`config.mk`:
```
export PLATFORM = sky130hd
export DESIGN_NAME = plug_cfg_fsm
export DESIGN_NICKNAME = d
export VERILOG_FILES = /design/src/hw/plug_cfg_fsm.v
export VERILOG_INCLUDE_DIRS = /design/src /design/src/hw
export SDC_FILE = /design/constraint.sdc
export NUM_CORES = 1
export LEC_CHECK = 0
export ABC_CLOCK_PERIOD_IN_PS = 3800
export BUFFER_PORTS_ARGS = -buffer_cell sky130_fd_sc_hd__buf_2
export CAP_MARGIN = 0
export CORE_MARGIN = 2
export CORE_UTILIZATION = 35
export DETAILED_ROUTE_END_ITERATION = 8
export SETUP_SLACK_MARGIN = 0.4
export SYNTH_ARGS = -nofsm -noshare
export SYNTH_HDL_FRONTEND = slang
export SYNTH_SLANG_ARGS = --single-unit
```
`constraint.sdc`:
```
create_clock -name pclk -period 3.8 [get_ports pclk]
set_input_delay 0.57 -clock pclk [delete_from_list [all_inputs] [get_ports pclk]]
set_output_delay 0.57 -clock pclk [all_outputs]
set_load 0.01 [all_outputs]
```
`src/hw/plug_cfg_regs.vh`:
```
`ifndef PLUG_CFG_REGS_VH
`define PLUG_CFG_REGS_VH
// ==========================================================
// Register offsets (byte addresses)
`define REG_CTRL 12'h000
`define REG_STATUS 12'h004
`define REG_LOCAL_CFG 12'h008
`define REG_CABLE_CFG 12'h00C
`define REG_SINK_PDO 12'h010
`define REG_REQ_OBJ 12'h014
`define REG_EXT_ID0 12'h018
`define REG_EXT_ID1 12'h01C
`define REG_EXT_VER 12'h020
// ==========================================================
// Field positions and values
`define SRC_CAP_DRD_BIT 25
`define CTRL_WDOG_EN_BIT 0
`define CTRL_REPEAT_GAP_LSB 16
`define FIXED_5V_50MV 10'b00_0110_0100
`define EXT_BLOCK_VERSION 8'h01
`define REQ_OBJ_POSITION 3'b001
`define DR_SWAP_RETRIES 2'd3
// ==========================================================
// Timing (microseconds) and reset values
`define T_SRC_DISCONNECT_US 2
`define T_SINK_WAIT_CAP_US 620000
`define T_HANDSHAKE_US 100000
`define T_DR_SWAP_WAIT_US 100000
`define T_WATCHDOG_US 50000
`define CLK_MHZ 100
`define REPEAT_GAP_RESET 16'h2710
`endif

```
`src/hw/plug_cfg_fsm.v`:
```
`timescale 1ns/1ps
`include "plug_cfg_regs.vh"
// Behaviour
// - Master config message in initial contract or swap forces detach, then detached
// - Forced detach opens CC and VCONN for at least the disconnect time
// - Config message in remote handshake moves to repeated reporting
// - Repeated reporting keeps sending local port configuration to master
// - Only the release-capabilities ack leaves repeated reporting for contract
// - Phase-3 contract acknowledges local source capabilities with GoodCRC
// - Dual-role-data flag taken from bit 25 of source capabilities
// - Answer with 5 V zero-current request, complete explicit contract
// - Master downstream and slave upstream goes to final verification
// - Master upstream and slave downstream goes to phase-3 swap
// - Phase-3 swap sends DR_Swap to local port
// - Successful swap proceeds to final verification
// - Failed swap enters billboard-only error
// - Any local DR_Swap reject enters billboard-only error
// - Both error states show invalid-configuration billboard
// - Full-reset error shows billboard then sends Hard_Reset locally
// - Error states left only by reset (VCONN removal)
// - Watchdog on replies from far plug leads to error
// - Watchdog disabled in repeated reporting state
// - Final verification compares the current cable config value to local config
// - Match enters Rx.Detect and starts link training
// - Mismatch goes to full-reset error
// - Two power contracts: first connection and after roles settle
// - Hard Reset for capabilities only after sink wait time elapses
// - Initial sink object: fixed supply, 5 V in 50 mV steps
// - Extended block: vendor, product, assigned id, firmware, hardware bytes
// - Block version byte 1, bytes 11 to 20 zero
// - Initial request: position 1, bits 25 and 24 set, currents zero
module plug_cfg_fsm #(
  parameter SINK_WAIT_US = `T_SINK_WAIT_CAP_US,
  parameter HANDSHAKE_US = `T_HANDSHAKE_US,
  parameter SWAP_WAIT_US = `T_DR_SWAP_WAIT_US,
  parameter WATCHDOG_US = `T_WATCHDOG_US
) (
  input wire pclk,
  input wire presetn,
  input wire clk_en,
  input wire psel,
  input wire penable,
  input wire pwrite,
  input wire [11:0] paddr,
  input wire [31:0] pwdata,
  output reg [31:0] prdata,
  output wire pready,
  output wire pslverr,
  input wire vconn_present,
  input wire vbus_present,
  input wire cable_configuration_message,
  input wire [31:0] cable_config_value,
  input wire release_capabilities_ack_message,
  input wire dr_swap_init_message,
  input wire master_is_dfp,
  input wire far_reply,
  input wire src_caps_valid,
  input wire [31:0] src_caps_object,
  input wire contract_done,
  input wire swap_accept,
  input wire swap_reject,
  input wire swap_wait,
  output reg cable_config_send,
  output reg [31:0] cable_config_out,
  output reg port_caps_send,
  output reg good_crc_send,
  output reg request_send,
  output reg [31:0] request_object,
  output reg [31:0] sink_pdo,
  output reg dr_swap_send,
  output reg swap_accept_send,
  output reg swap_reject_send,
  output reg hard_reset_send,
  output reg billboard_invalid,
  output reg cc_open,
  output reg vconn_open,
  output reg rx_detect_start,
  output reg local_drd
);
  // ========================================================
  // States and timing
  localparam [3:0] ST_DETACHED = 4'd0;
  localparam [3:0] ST_HANDSHAKE = 4'd1;
  localparam [3:0] ST_INIT_CONTRACT = 4'd2;
  localparam [3:0] ST_DR_SWAP = 4'd3;
  localparam [3:0] ST_FORCE_DETACH = 4'd4;
  localparam [3:0] ST_REPEAT_CFG = 4'd5;
  localparam [3:0] ST_PH3_CONTRACT = 4'd6;
  localparam [3:0] ST_ERR_BB = 4'd7;
  localparam [3:0] ST_PH3_SWAP = 4'd8;
  localparam [3:0] ST_ERR_RESET = 4'd9;
  localparam [3:0] ST_VERIFY = 4'd10;
  localparam [3:0] ST_RX_DETECT = 4'd11;
  localparam integer DISC_CYC = `T_SRC_DISCONNECT_US * `CLK_MHZ;
  localparam integer WAIT_CAP_CYC = SINK_WAIT_US * `CLK_MHZ;
  localparam integer HS_CYC = HANDSHAKE_US * `CLK_MHZ;
  localparam integer SWAP_CYC = SWAP_WAIT_US * `CLK_MHZ;
  localparam integer WDOG_CYC = WATCHDOG_US * `CLK_MHZ;

  reg [3:0] state;
  reg [3:0] next_state;
  reg [31:0] timer;
  reg [31:0] cap_timer;
  reg [31:0] wdog;
  reg [15:0] gap_cnt;
  reg [1:0] retries;
  reg contract_phase;
  reg caps_seen;
  reg swap_pending;
  reg [1:0] err_step;
  reg wdog_en;
  reg [15:0] repeat_gap;
  reg [31:0] local_cfg;
  reg [31:0] sticky_cfg;
  reg [15:0] ext_vendor;
  reg [15:0] ext_product;
  reg [31:0] assigned_product_identifier;
  reg [7:0] ext_fw_ver;
  reg [7:0] ext_hw_ver;
  reg wdog_fire;

  wire ce = clk_en;
  wire entering = (next_state != state);
  wire wr_ok = psel & penable & pwrite & ce;
  // Watchdog runs only where a far reply is awaited; never while reporting
  wire wdog_active = wdog_en & (state == ST_DR_SWAP);

  // ========================================================
  // APB slave, always zero wait state
  assign pready = 1'b1;
  assign pslverr = 1'b0;

  always @* begin
    case (paddr)
      `REG_CTRL: prdata = {repeat_gap, 15'h0000, wdog_en};
      `REG_STATUS: prdata = {16'h0000, 2'b00, err_step, retries, contract_phase,
                             local_drd, 4'h0, state};
      `REG_LOCAL_CFG: prdata = local_cfg;
      `REG_CABLE_CFG: prdata = sticky_cfg;
      `REG_SINK_PDO: prdata = sink_pdo;
      `REG_REQ_OBJ: prdata = request_object;
      `REG_EXT_ID0: prdata = {ext_product, ext_vendor};
      `REG_EXT_ID1: prdata = assigned_product_identifier;
      // Version word holds bytes 8..11; bytes 11..20 are constant zero
      `REG_EXT_VER: prdata = {8'h00, `EXT_BLOCK_VERSION, ext_hw_ver, ext_fw_ver};
      default: prdata = 32'h0000_0000;
    endcase
  end

  always @(posedge pclk or negedge presetn) begin
    if (!presetn) begin
      wdog_en <= 1'b1;
      repeat_gap <= `REPEAT_GAP_RESET;
      local_cfg <= 32'h0000_0000;
      ext_vendor <= 16'h0000;
      ext_product <= 16'h0000;
      assigned_product_identifier <= 32'h0000_0000;
      ext_fw_ver <= 8'h00;
      ext_hw_ver <= 8'h00;
    end else if (wr_ok) begin
      case (paddr)
        `REG_CTRL: begin
          wdog_en <= pwdata[`CTRL_WDOG_EN_BIT];
          repeat_gap <= pwdata[`CTRL_REPEAT_GAP_LSB +: 16];
        end
        `REG_LOCAL_CFG: local_cfg <= pwdata;
        `REG_EXT_ID0: begin
          ext_vendor <= pwdata[15:0];
          ext_product <= pwdata[31:16];
        end
        `REG_EXT_ID1: assigned_product_identifier <= pwdata;
        `REG_EXT_VER: begin
          ext_fw_ver <= pwdata[7:0];
          ext_hw_ver <= pwdata[15:8];
        end
        default: begin
        end
      endcase
    end
  end

  // ========================================================
  // Next state
  always @* begin
    next_state = state;
    case (state)
      ST_DETACHED: if (vconn_present) next_state = ST_HANDSHAKE;
      ST_HANDSHAKE: begin
        if (cable_configuration_message) next_state = ST_REPEAT_CFG;
        else if (timer >= HS_CYC) next_state = ST_INIT_CONTRACT;
      end
      ST_INIT_CONTRACT: begin
        if (cable_configuration_message) next_state = ST_FORCE_DETACH;
        else if (dr_swap_init_message) next_state = ST_DR_SWAP;
      end
      ST_DR_SWAP: begin
        if (cable_configuration_message) next_state = ST_FORCE_DETACH;
        else if (swap_reject) next_state = ST_ERR_BB;
        else if (wdog_fire) next_state = ST_ERR_RESET;
        else if (swap_wait && retries == `DR_SWAP_RETRIES) next_state = ST_ERR_BB;
      end
      // Hold open terminations for the full disconnect interval
      ST_FORCE_DETACH: if (timer >= DISC_CYC) next_state = ST_DETACHED;
      ST_REPEAT_CFG: if (release_capabilities_ack_message) next_state = ST_PH3_CONTRACT;
      ST_PH3_CONTRACT: begin
        if (contract_done && caps_seen) begin
          if (master_is_dfp) next_state = ST_VERIFY;
          else next_state = ST_PH3_SWAP;
        end
      end
      ST_PH3_SWAP: begin
        if (swap_accept) next_state = ST_VERIFY;
        else if (swap_reject) next_state = ST_ERR_BB;
        else if (swap_wait && retries == `DR_SWAP_RETRIES) next_state = ST_ERR_BB;
      end
      ST_VERIFY: begin
        if (cable_config_value == local_cfg) next_state = ST_RX_DETECT;
        else next_state = ST_ERR_RESET;
      end
      ST_ERR_BB: next_state = ST_ERR_BB;
      ST_ERR_RESET: next_state = ST_ERR_RESET;
      ST_RX_DETECT: next_state = ST_RX_DETECT;
      default: next_state = ST_DETACHED;
    endcase
  end

  // ========================================================
  // Sequencing and message strobes
  always @(posedge pclk or negedge presetn) begin
    if (!presetn) begin
      state <= ST_DETACHED;
      timer <= 32'h0000_0000;
      cap_timer <= 32'h0000_0000;
      wdog <= 32'h0000_0000;
      wdog_fire <= 1'b0;
      gap_cnt <= 16'h0000;
      retries <= 2'b00;
      contract_phase <= 1'b0;
      caps_seen <= 1'b0;
      swap_pending <= 1'b0;
      err_step <= 2'b00;
      sticky_cfg <= 32'h0000_0000;
      cable_config_send <= 1'b0;
      cable_config_out <= 32'h0000_0000;
      port_caps_send <= 1'b0;
      good_crc_send <= 1'b0;
      request_send <= 1'b0;
      request_object <= 32'h0000_0000;
      sink_pdo <= 32'h0000_0000;
      dr_swap_send <= 1'b0;
      swap_accept_send <= 1'b0;
      swap_reject_send <= 1'b0;
      hard_reset_send <= 1'b0;
      billboard_invalid <= 1'b0;
      cc_open <= 1'b0;
      vconn_open <= 1'b0;
      rx_detect_start <= 1'b0;
      local_drd <= 1'b0;
    end else if (ce) begin
      state <= next_state;
      timer <= entering ? 32'h0000_0000 : timer + 32'h0000_0001;
      cable_config_send <= 1'b0;
      port_caps_send <= 1'b0;
      good_crc_send <= 1'b0;
      request_send <= 1'b0;
      dr_swap_send <= 1'b0;
      swap_accept_send <= 1'b0;
      swap_reject_send <= 1'b0;
      hard_reset_send <= 1'b0;
      rx_detect_start <= 1'b0;
      cc_open <= (next_state == ST_FORCE_DETACH);
      vconn_open <= (next_state == ST_FORCE_DETACH);
      // Fixed supply, 5 V, no role or swap flags; comm and DRD left zero
      sink_pdo <= {2'b00, 5'h00, 2'b00, 3'b000, `FIXED_5V_50MV, 10'h000};
      if (cable_configuration_message) sticky_cfg <= cable_config_value;
      // Sink-wait timer restarts whenever VBUS drops
      if (!vbus_present) cap_timer <= 32'h0000_0000;
      else if (!caps_seen && cap_timer < WAIT_CAP_CYC) cap_timer <= cap_timer + 32'h0000_0001;
      if (vbus_present && !caps_seen && cap_timer == WAIT_CAP_CYC - 1 &&
          (state == ST_INIT_CONTRACT || state == ST_PH3_CONTRACT)) begin
        hard_reset_send <= 1'b1;
        cap_timer <= 32'h0000_0000;
      end
      if (state == ST_INIT_CONTRACT || state == ST_PH3_CONTRACT) begin
        if (src_caps_valid && !caps_seen) begin
          good_crc_send <= 1'b1;
          local_drd <= src_caps_object[`SRC_CAP_DRD_BIT];
          request_send <= 1'b1;
          request_object <= {1'b0, `REQ_OBJ_POSITION, 2'b00, 2'b11, 1'b0, 3'b000,
                             10'h000, 10'h000};
          caps_seen <= 1'b1;
        end
        if (contract_done && caps_seen) contract_phase <= 1'b1;
      end
      if (state == ST_INIT_CONTRACT && caps_seen) port_caps_send <= 1'b1;
      if (state == ST_REPEAT_CFG) begin
        if (gap_cnt == 16'h0000) begin
          cable_config_send <= 1'b1;
          cable_config_out <= local_cfg;
          gap_cnt <= repeat_gap;
        end else begin
          gap_cnt <= gap_cnt - 16'h0001;
        end
      end else begin
        gap_cnt <= 16'h0000;
      end
      // Second contract: renegotiate once phase-3 is entered
      if (next_state == ST_PH3_CONTRACT && entering) caps_seen <= 1'b0;
      if ((next_state == ST_DR_SWAP || next_state == ST_PH3_SWAP) && entering) begin
        dr_swap_send <= 1'b1;
        retries <= 2'b00;
        swap_pending <= 1'b0;
      end else if (state == ST_DR_SWAP || state == ST_PH3_SWAP) begin
        if (swap_wait && retries != `DR_SWAP_RETRIES) begin
          swap_pending <= 1'b1;
          retries <= retries + 2'b01;
        end
        if (swap_pending && timer >= SWAP_CYC) begin
          dr_swap_send <= 1'b1;
          swap_pending <= 1'b0;
        end
        if (state == ST_DR_SWAP && swap_accept) swap_accept_send <= 1'b1;
        if (state == ST_DR_SWAP && swap_reject) swap_reject_send <= 1'b1;
      end
      if (swap_wait) timer <= 32'h0000_0000;
      // Watchdog restarts on every far reply
      if (!wdog_active || far_reply || entering) begin
        wdog <= 32'h0000_0000;
        wdog_fire <= 1'b0;
      end else if (wdog >= WDOG_CYC) begin
        wdog_fire <= 1'b1;
      end else begin
        wdog <= wdog + 32'h0000_0001;
      end
      if (next_state == ST_ERR_BB || next_state == ST_ERR_RESET)
        billboard_invalid <= 1'b1;
      // Billboard first, Hard_Reset one cycle later, then hold
      if (state == ST_ERR_RESET) begin
        if (err_step == 2'b00) begin
          hard_reset_send <= 1'b1;
          err_step <= 2'b01;
        end
      end
      if (next_state == ST_RX_DETECT && entering) rx_detect_start <= 1'b1;
    end
  end
endmodule // plug_cfg_fsm

```
==> results.yml <==
synthesis:
  synthXorXnorAreaFrac_pct: 2.72
  synthSimpleGateAreaFrac_pct: 14.2
  synthesis.area_sq_um: 16800
  ys.flop_type: "dfrtp_1"
  muxShareOfSynthArea_pct: 13.9
  yosysSeqAreaShare_pct: 49.2
  yosys.area.top_type_share_pct: 48.2
  synthCells: 1565
  ys_ff_latch: 329
  synth_top_family_by_area: "simple AND/OR/NAND/NOR gates"
  synth_compound_area_share_pct: 13.3
  synth_fa_ha_area_share_pct: 0.657
  yosysTopAreaCell: "dfrtp_1"
  synth_cell_types: 79
  synthTopCellsByArea: "dfrtp_1, mux2_2, buf_4"
  synth_edf_count: 0
  async_reset_ff_share_pct: 100
  avgSynthCellArea_sq_um: 10.7
  yosys_warnings: 0
clocking:
  path_clk_slew_ns: 0.06
  clock_latency_ns: 0.55
  cts_tree: "yes"
  clockBufferDepth: 3
  clock_sinks: 329
  root_buffer: "clkbuf_16"
  htreeDepth: 2
  cts_hold_buf: 0
  cts_buffers: 37
final_layout:
  stdcell_area_sq_um: 19700
  nets: 1878
  layout_commonest_cell: "dfrtp_1"
  drive_gt1_share_pct: 30.1
  final_cell_mix: "dfrtp_1, mux2_2, buf_2"
  area_growth_pct: 17.6
floorplanning:
  coreArea_sq_um: 47400
  rows: 80
  die_width_microns: 223
  dieArea_sq_um: 49600
  initial_utilization_pct: 35.3
  die_y_microns: 223
  ios: 269
timing:
  holdWs_ns: 0.0203
  fin_tns_setup_ns: 0
  fin_crit_ns: 3.22
  fmax_ghz: 0.310
  rsz0062_at_grt: "false"
  timing.slew.headroom_pct: 38.2
  hold_viol: 0
  fin_ws_ns: 0.578
  setup_viol: 0
  skew_ns: 0.0266
  tightest_slew_ns: 0.924
  drv_slew: 0
  fin_crit_sh_pct: 84.8
worst_setup_path:
  crit_chain: "buf_4 > or3_1 > or2_0 > a221o_1 > a311oi_2 > o32ai_4 > buf_4 > nor4_2 > a31o_2"
  critPathMaxFanout: 14
  path_buf_inv: 2
  worst_setup_path_end_kind: "flip-flop"
  r2r-end: "timer[23]"
  critPathRequiredTime_ns: 4.26
  timing.rr.start: "state[0]"
  crit_cells: 9
  rrSetupSlack_ns: 0.58
  critical_path_arrival_ns: 3.69
  crit_type: "reg -> reg"
  r2r_cells: 9
  path_delay_family: "compound AO/OA/AOI/OAI gates"
  crit_path_max_incr_delay_ns: 0.47
  cp-start-kind: "flip-flop"
  cpMostUsedCell: "buf_4"
  cp_slowest_cell: "nor4_2"
grt:
  grt_pass1_wl_mm: 72.9
  gr-total-overflow: 0
  grt_usage_pct: 18.4
  grt_pass1_vias: 12975
  grt_start_max_net_pins: 96
  antenna_found_initial: 12
route:
  drc: 0
  ant_nets: 0
  wire_per_inst_microns: 19.4
  drtIter0Drc: 947
  first_pass_iters: 6
  num_vias: 12900
  wl_mm: 46.3
  vias_per_cell: 5.40
place:
  post_dp_cell_area_sq_um: 18300
  hpwlAfterDp_mm: 31.7
  numPortBuffers: 177
  pre_cts_slack_ns: 0.295
  place_congestion: 0.812
power_and_ir_drop:
  powerDensity_nw_per_um2: 539
  power.total_w: 0.0106
  peakVddDrop_uv: 475
  leakage_nw: 9.43
job:
  maxCapViolations: 0
run_status:
  status: "complete, no violations"
hold_path:
  holdCritPathClass: "in -> async"
-- state kept, by name (all words and copies together), names as in the netlist, 2 cells and up --
register                     flops
ext_fw_ver                       8
assigned_product_identifier     32
wdog                            32
gap_cnt                         16
local_cfg                       32
ext_hw_ver                       8
ext_vendor                      16
sticky_cfg                      32
timer                           32
ext_product                     16
repeat_gap                      16
state                            4
cap_timer                       32
retries                          2
cable_config_out                32
-- layout make-up --
type | instances | area [sq um]
Tap cell | 615 | 769
Multi-Input combinational cell | 1105 | 7800
Clock buffer | 50 | 1130
Inverter | 43 | 161
Timing Repair Buffer | 228 | 1370
Clock inverter | 18 | 241
Antenna cell | 1 | 2.50
Sequential cell | 329 | 8240
Fill cell | 4549 | 27700
-- power breakdown --
part           internal (W)  leakage [nW]  switching [W]
Sequential          0.00370          4.45       0.000183
Combinational       0.00101          4.30        0.00181
Clock               0.00243         0.674        0.00150
-- synth_stat cells (13+ instances only) --
library cell / count
a21oi_1: 55
a222oi_1: 20
a22o_1: 24
a22oi_1: 52
and2_1: 16
and3_1: 26
buf_1: 18
buf_4: 67
clkbuf_1: 51
dfrtp_1: 323
inv_1: 42
mux2_2: 201
nand2_1: 93
nand2b_1: 13
nand3_1: 52
nand4_1: 19
nor2_1: 104
nor2b_1: 20
nor3_1: 43
nor4_1: 26
o21ai_0: 55
o31ai_1: 33
xnor2_1: 17
xor2_1: 35
-- per-layer routing --
metal | routed length [microns] | vias up | global-route usage (%)
li1 | - | 5983 | -
met1 | 20400 | 6487 | 24.5
met2 | 21900 | 347 | 30.2
met3 | 2910 | 67 | 4.19
met4 | 887 | 16 | 5.00
met5 | 98 | - | 0
-- what timing repair did --
item                                    in CTS  in global routing
hold endpoints to repair                     0                  0
buffers inserted                             0                  0
endpoints found under the setup margin       0                 16
gates resized for setup                      0                  3
-- cell families (layout without fill, tap and decap cells) --
kind of cell	after synthesis	count (layout)
compound gates	313	313
buf+inv	189	339
xor+xnor	52	52
flops	329	329
other cells	2	61
mux	208	208
simple gates	463	463
fa+ha+maj	9	9
-- worst max-delay path by stage --
| stage | from | to | slack [ns] |
|---|---|---|---|
| after detailed placement | cable_config_value[22] | retries[0] | 0.29 |
| after CTS | state[0] | wdog[6] | 0.47 |
| after global placement | cable_config_value[22] | retries[1] | 0.27 |
| after floorplan | cable_config_value[0] | retries[0] | 0.79 |
| final | state[0] | timer[23] | 0.58 |
| after global routing | state[0] | timer[17] | 0.42 |
-- stage by stage --
step | std cells | utilization [%]
final | 2389 | 41.5
after global routing | 2388 | 41.5
after CTS | 2388 | 41.5
after detailed placement | 2320 | 38.6
after global placement | 2320 | 38.6
after floorplan | 1623 | -
Note: power is estimated with default switching activity, not from simulation.
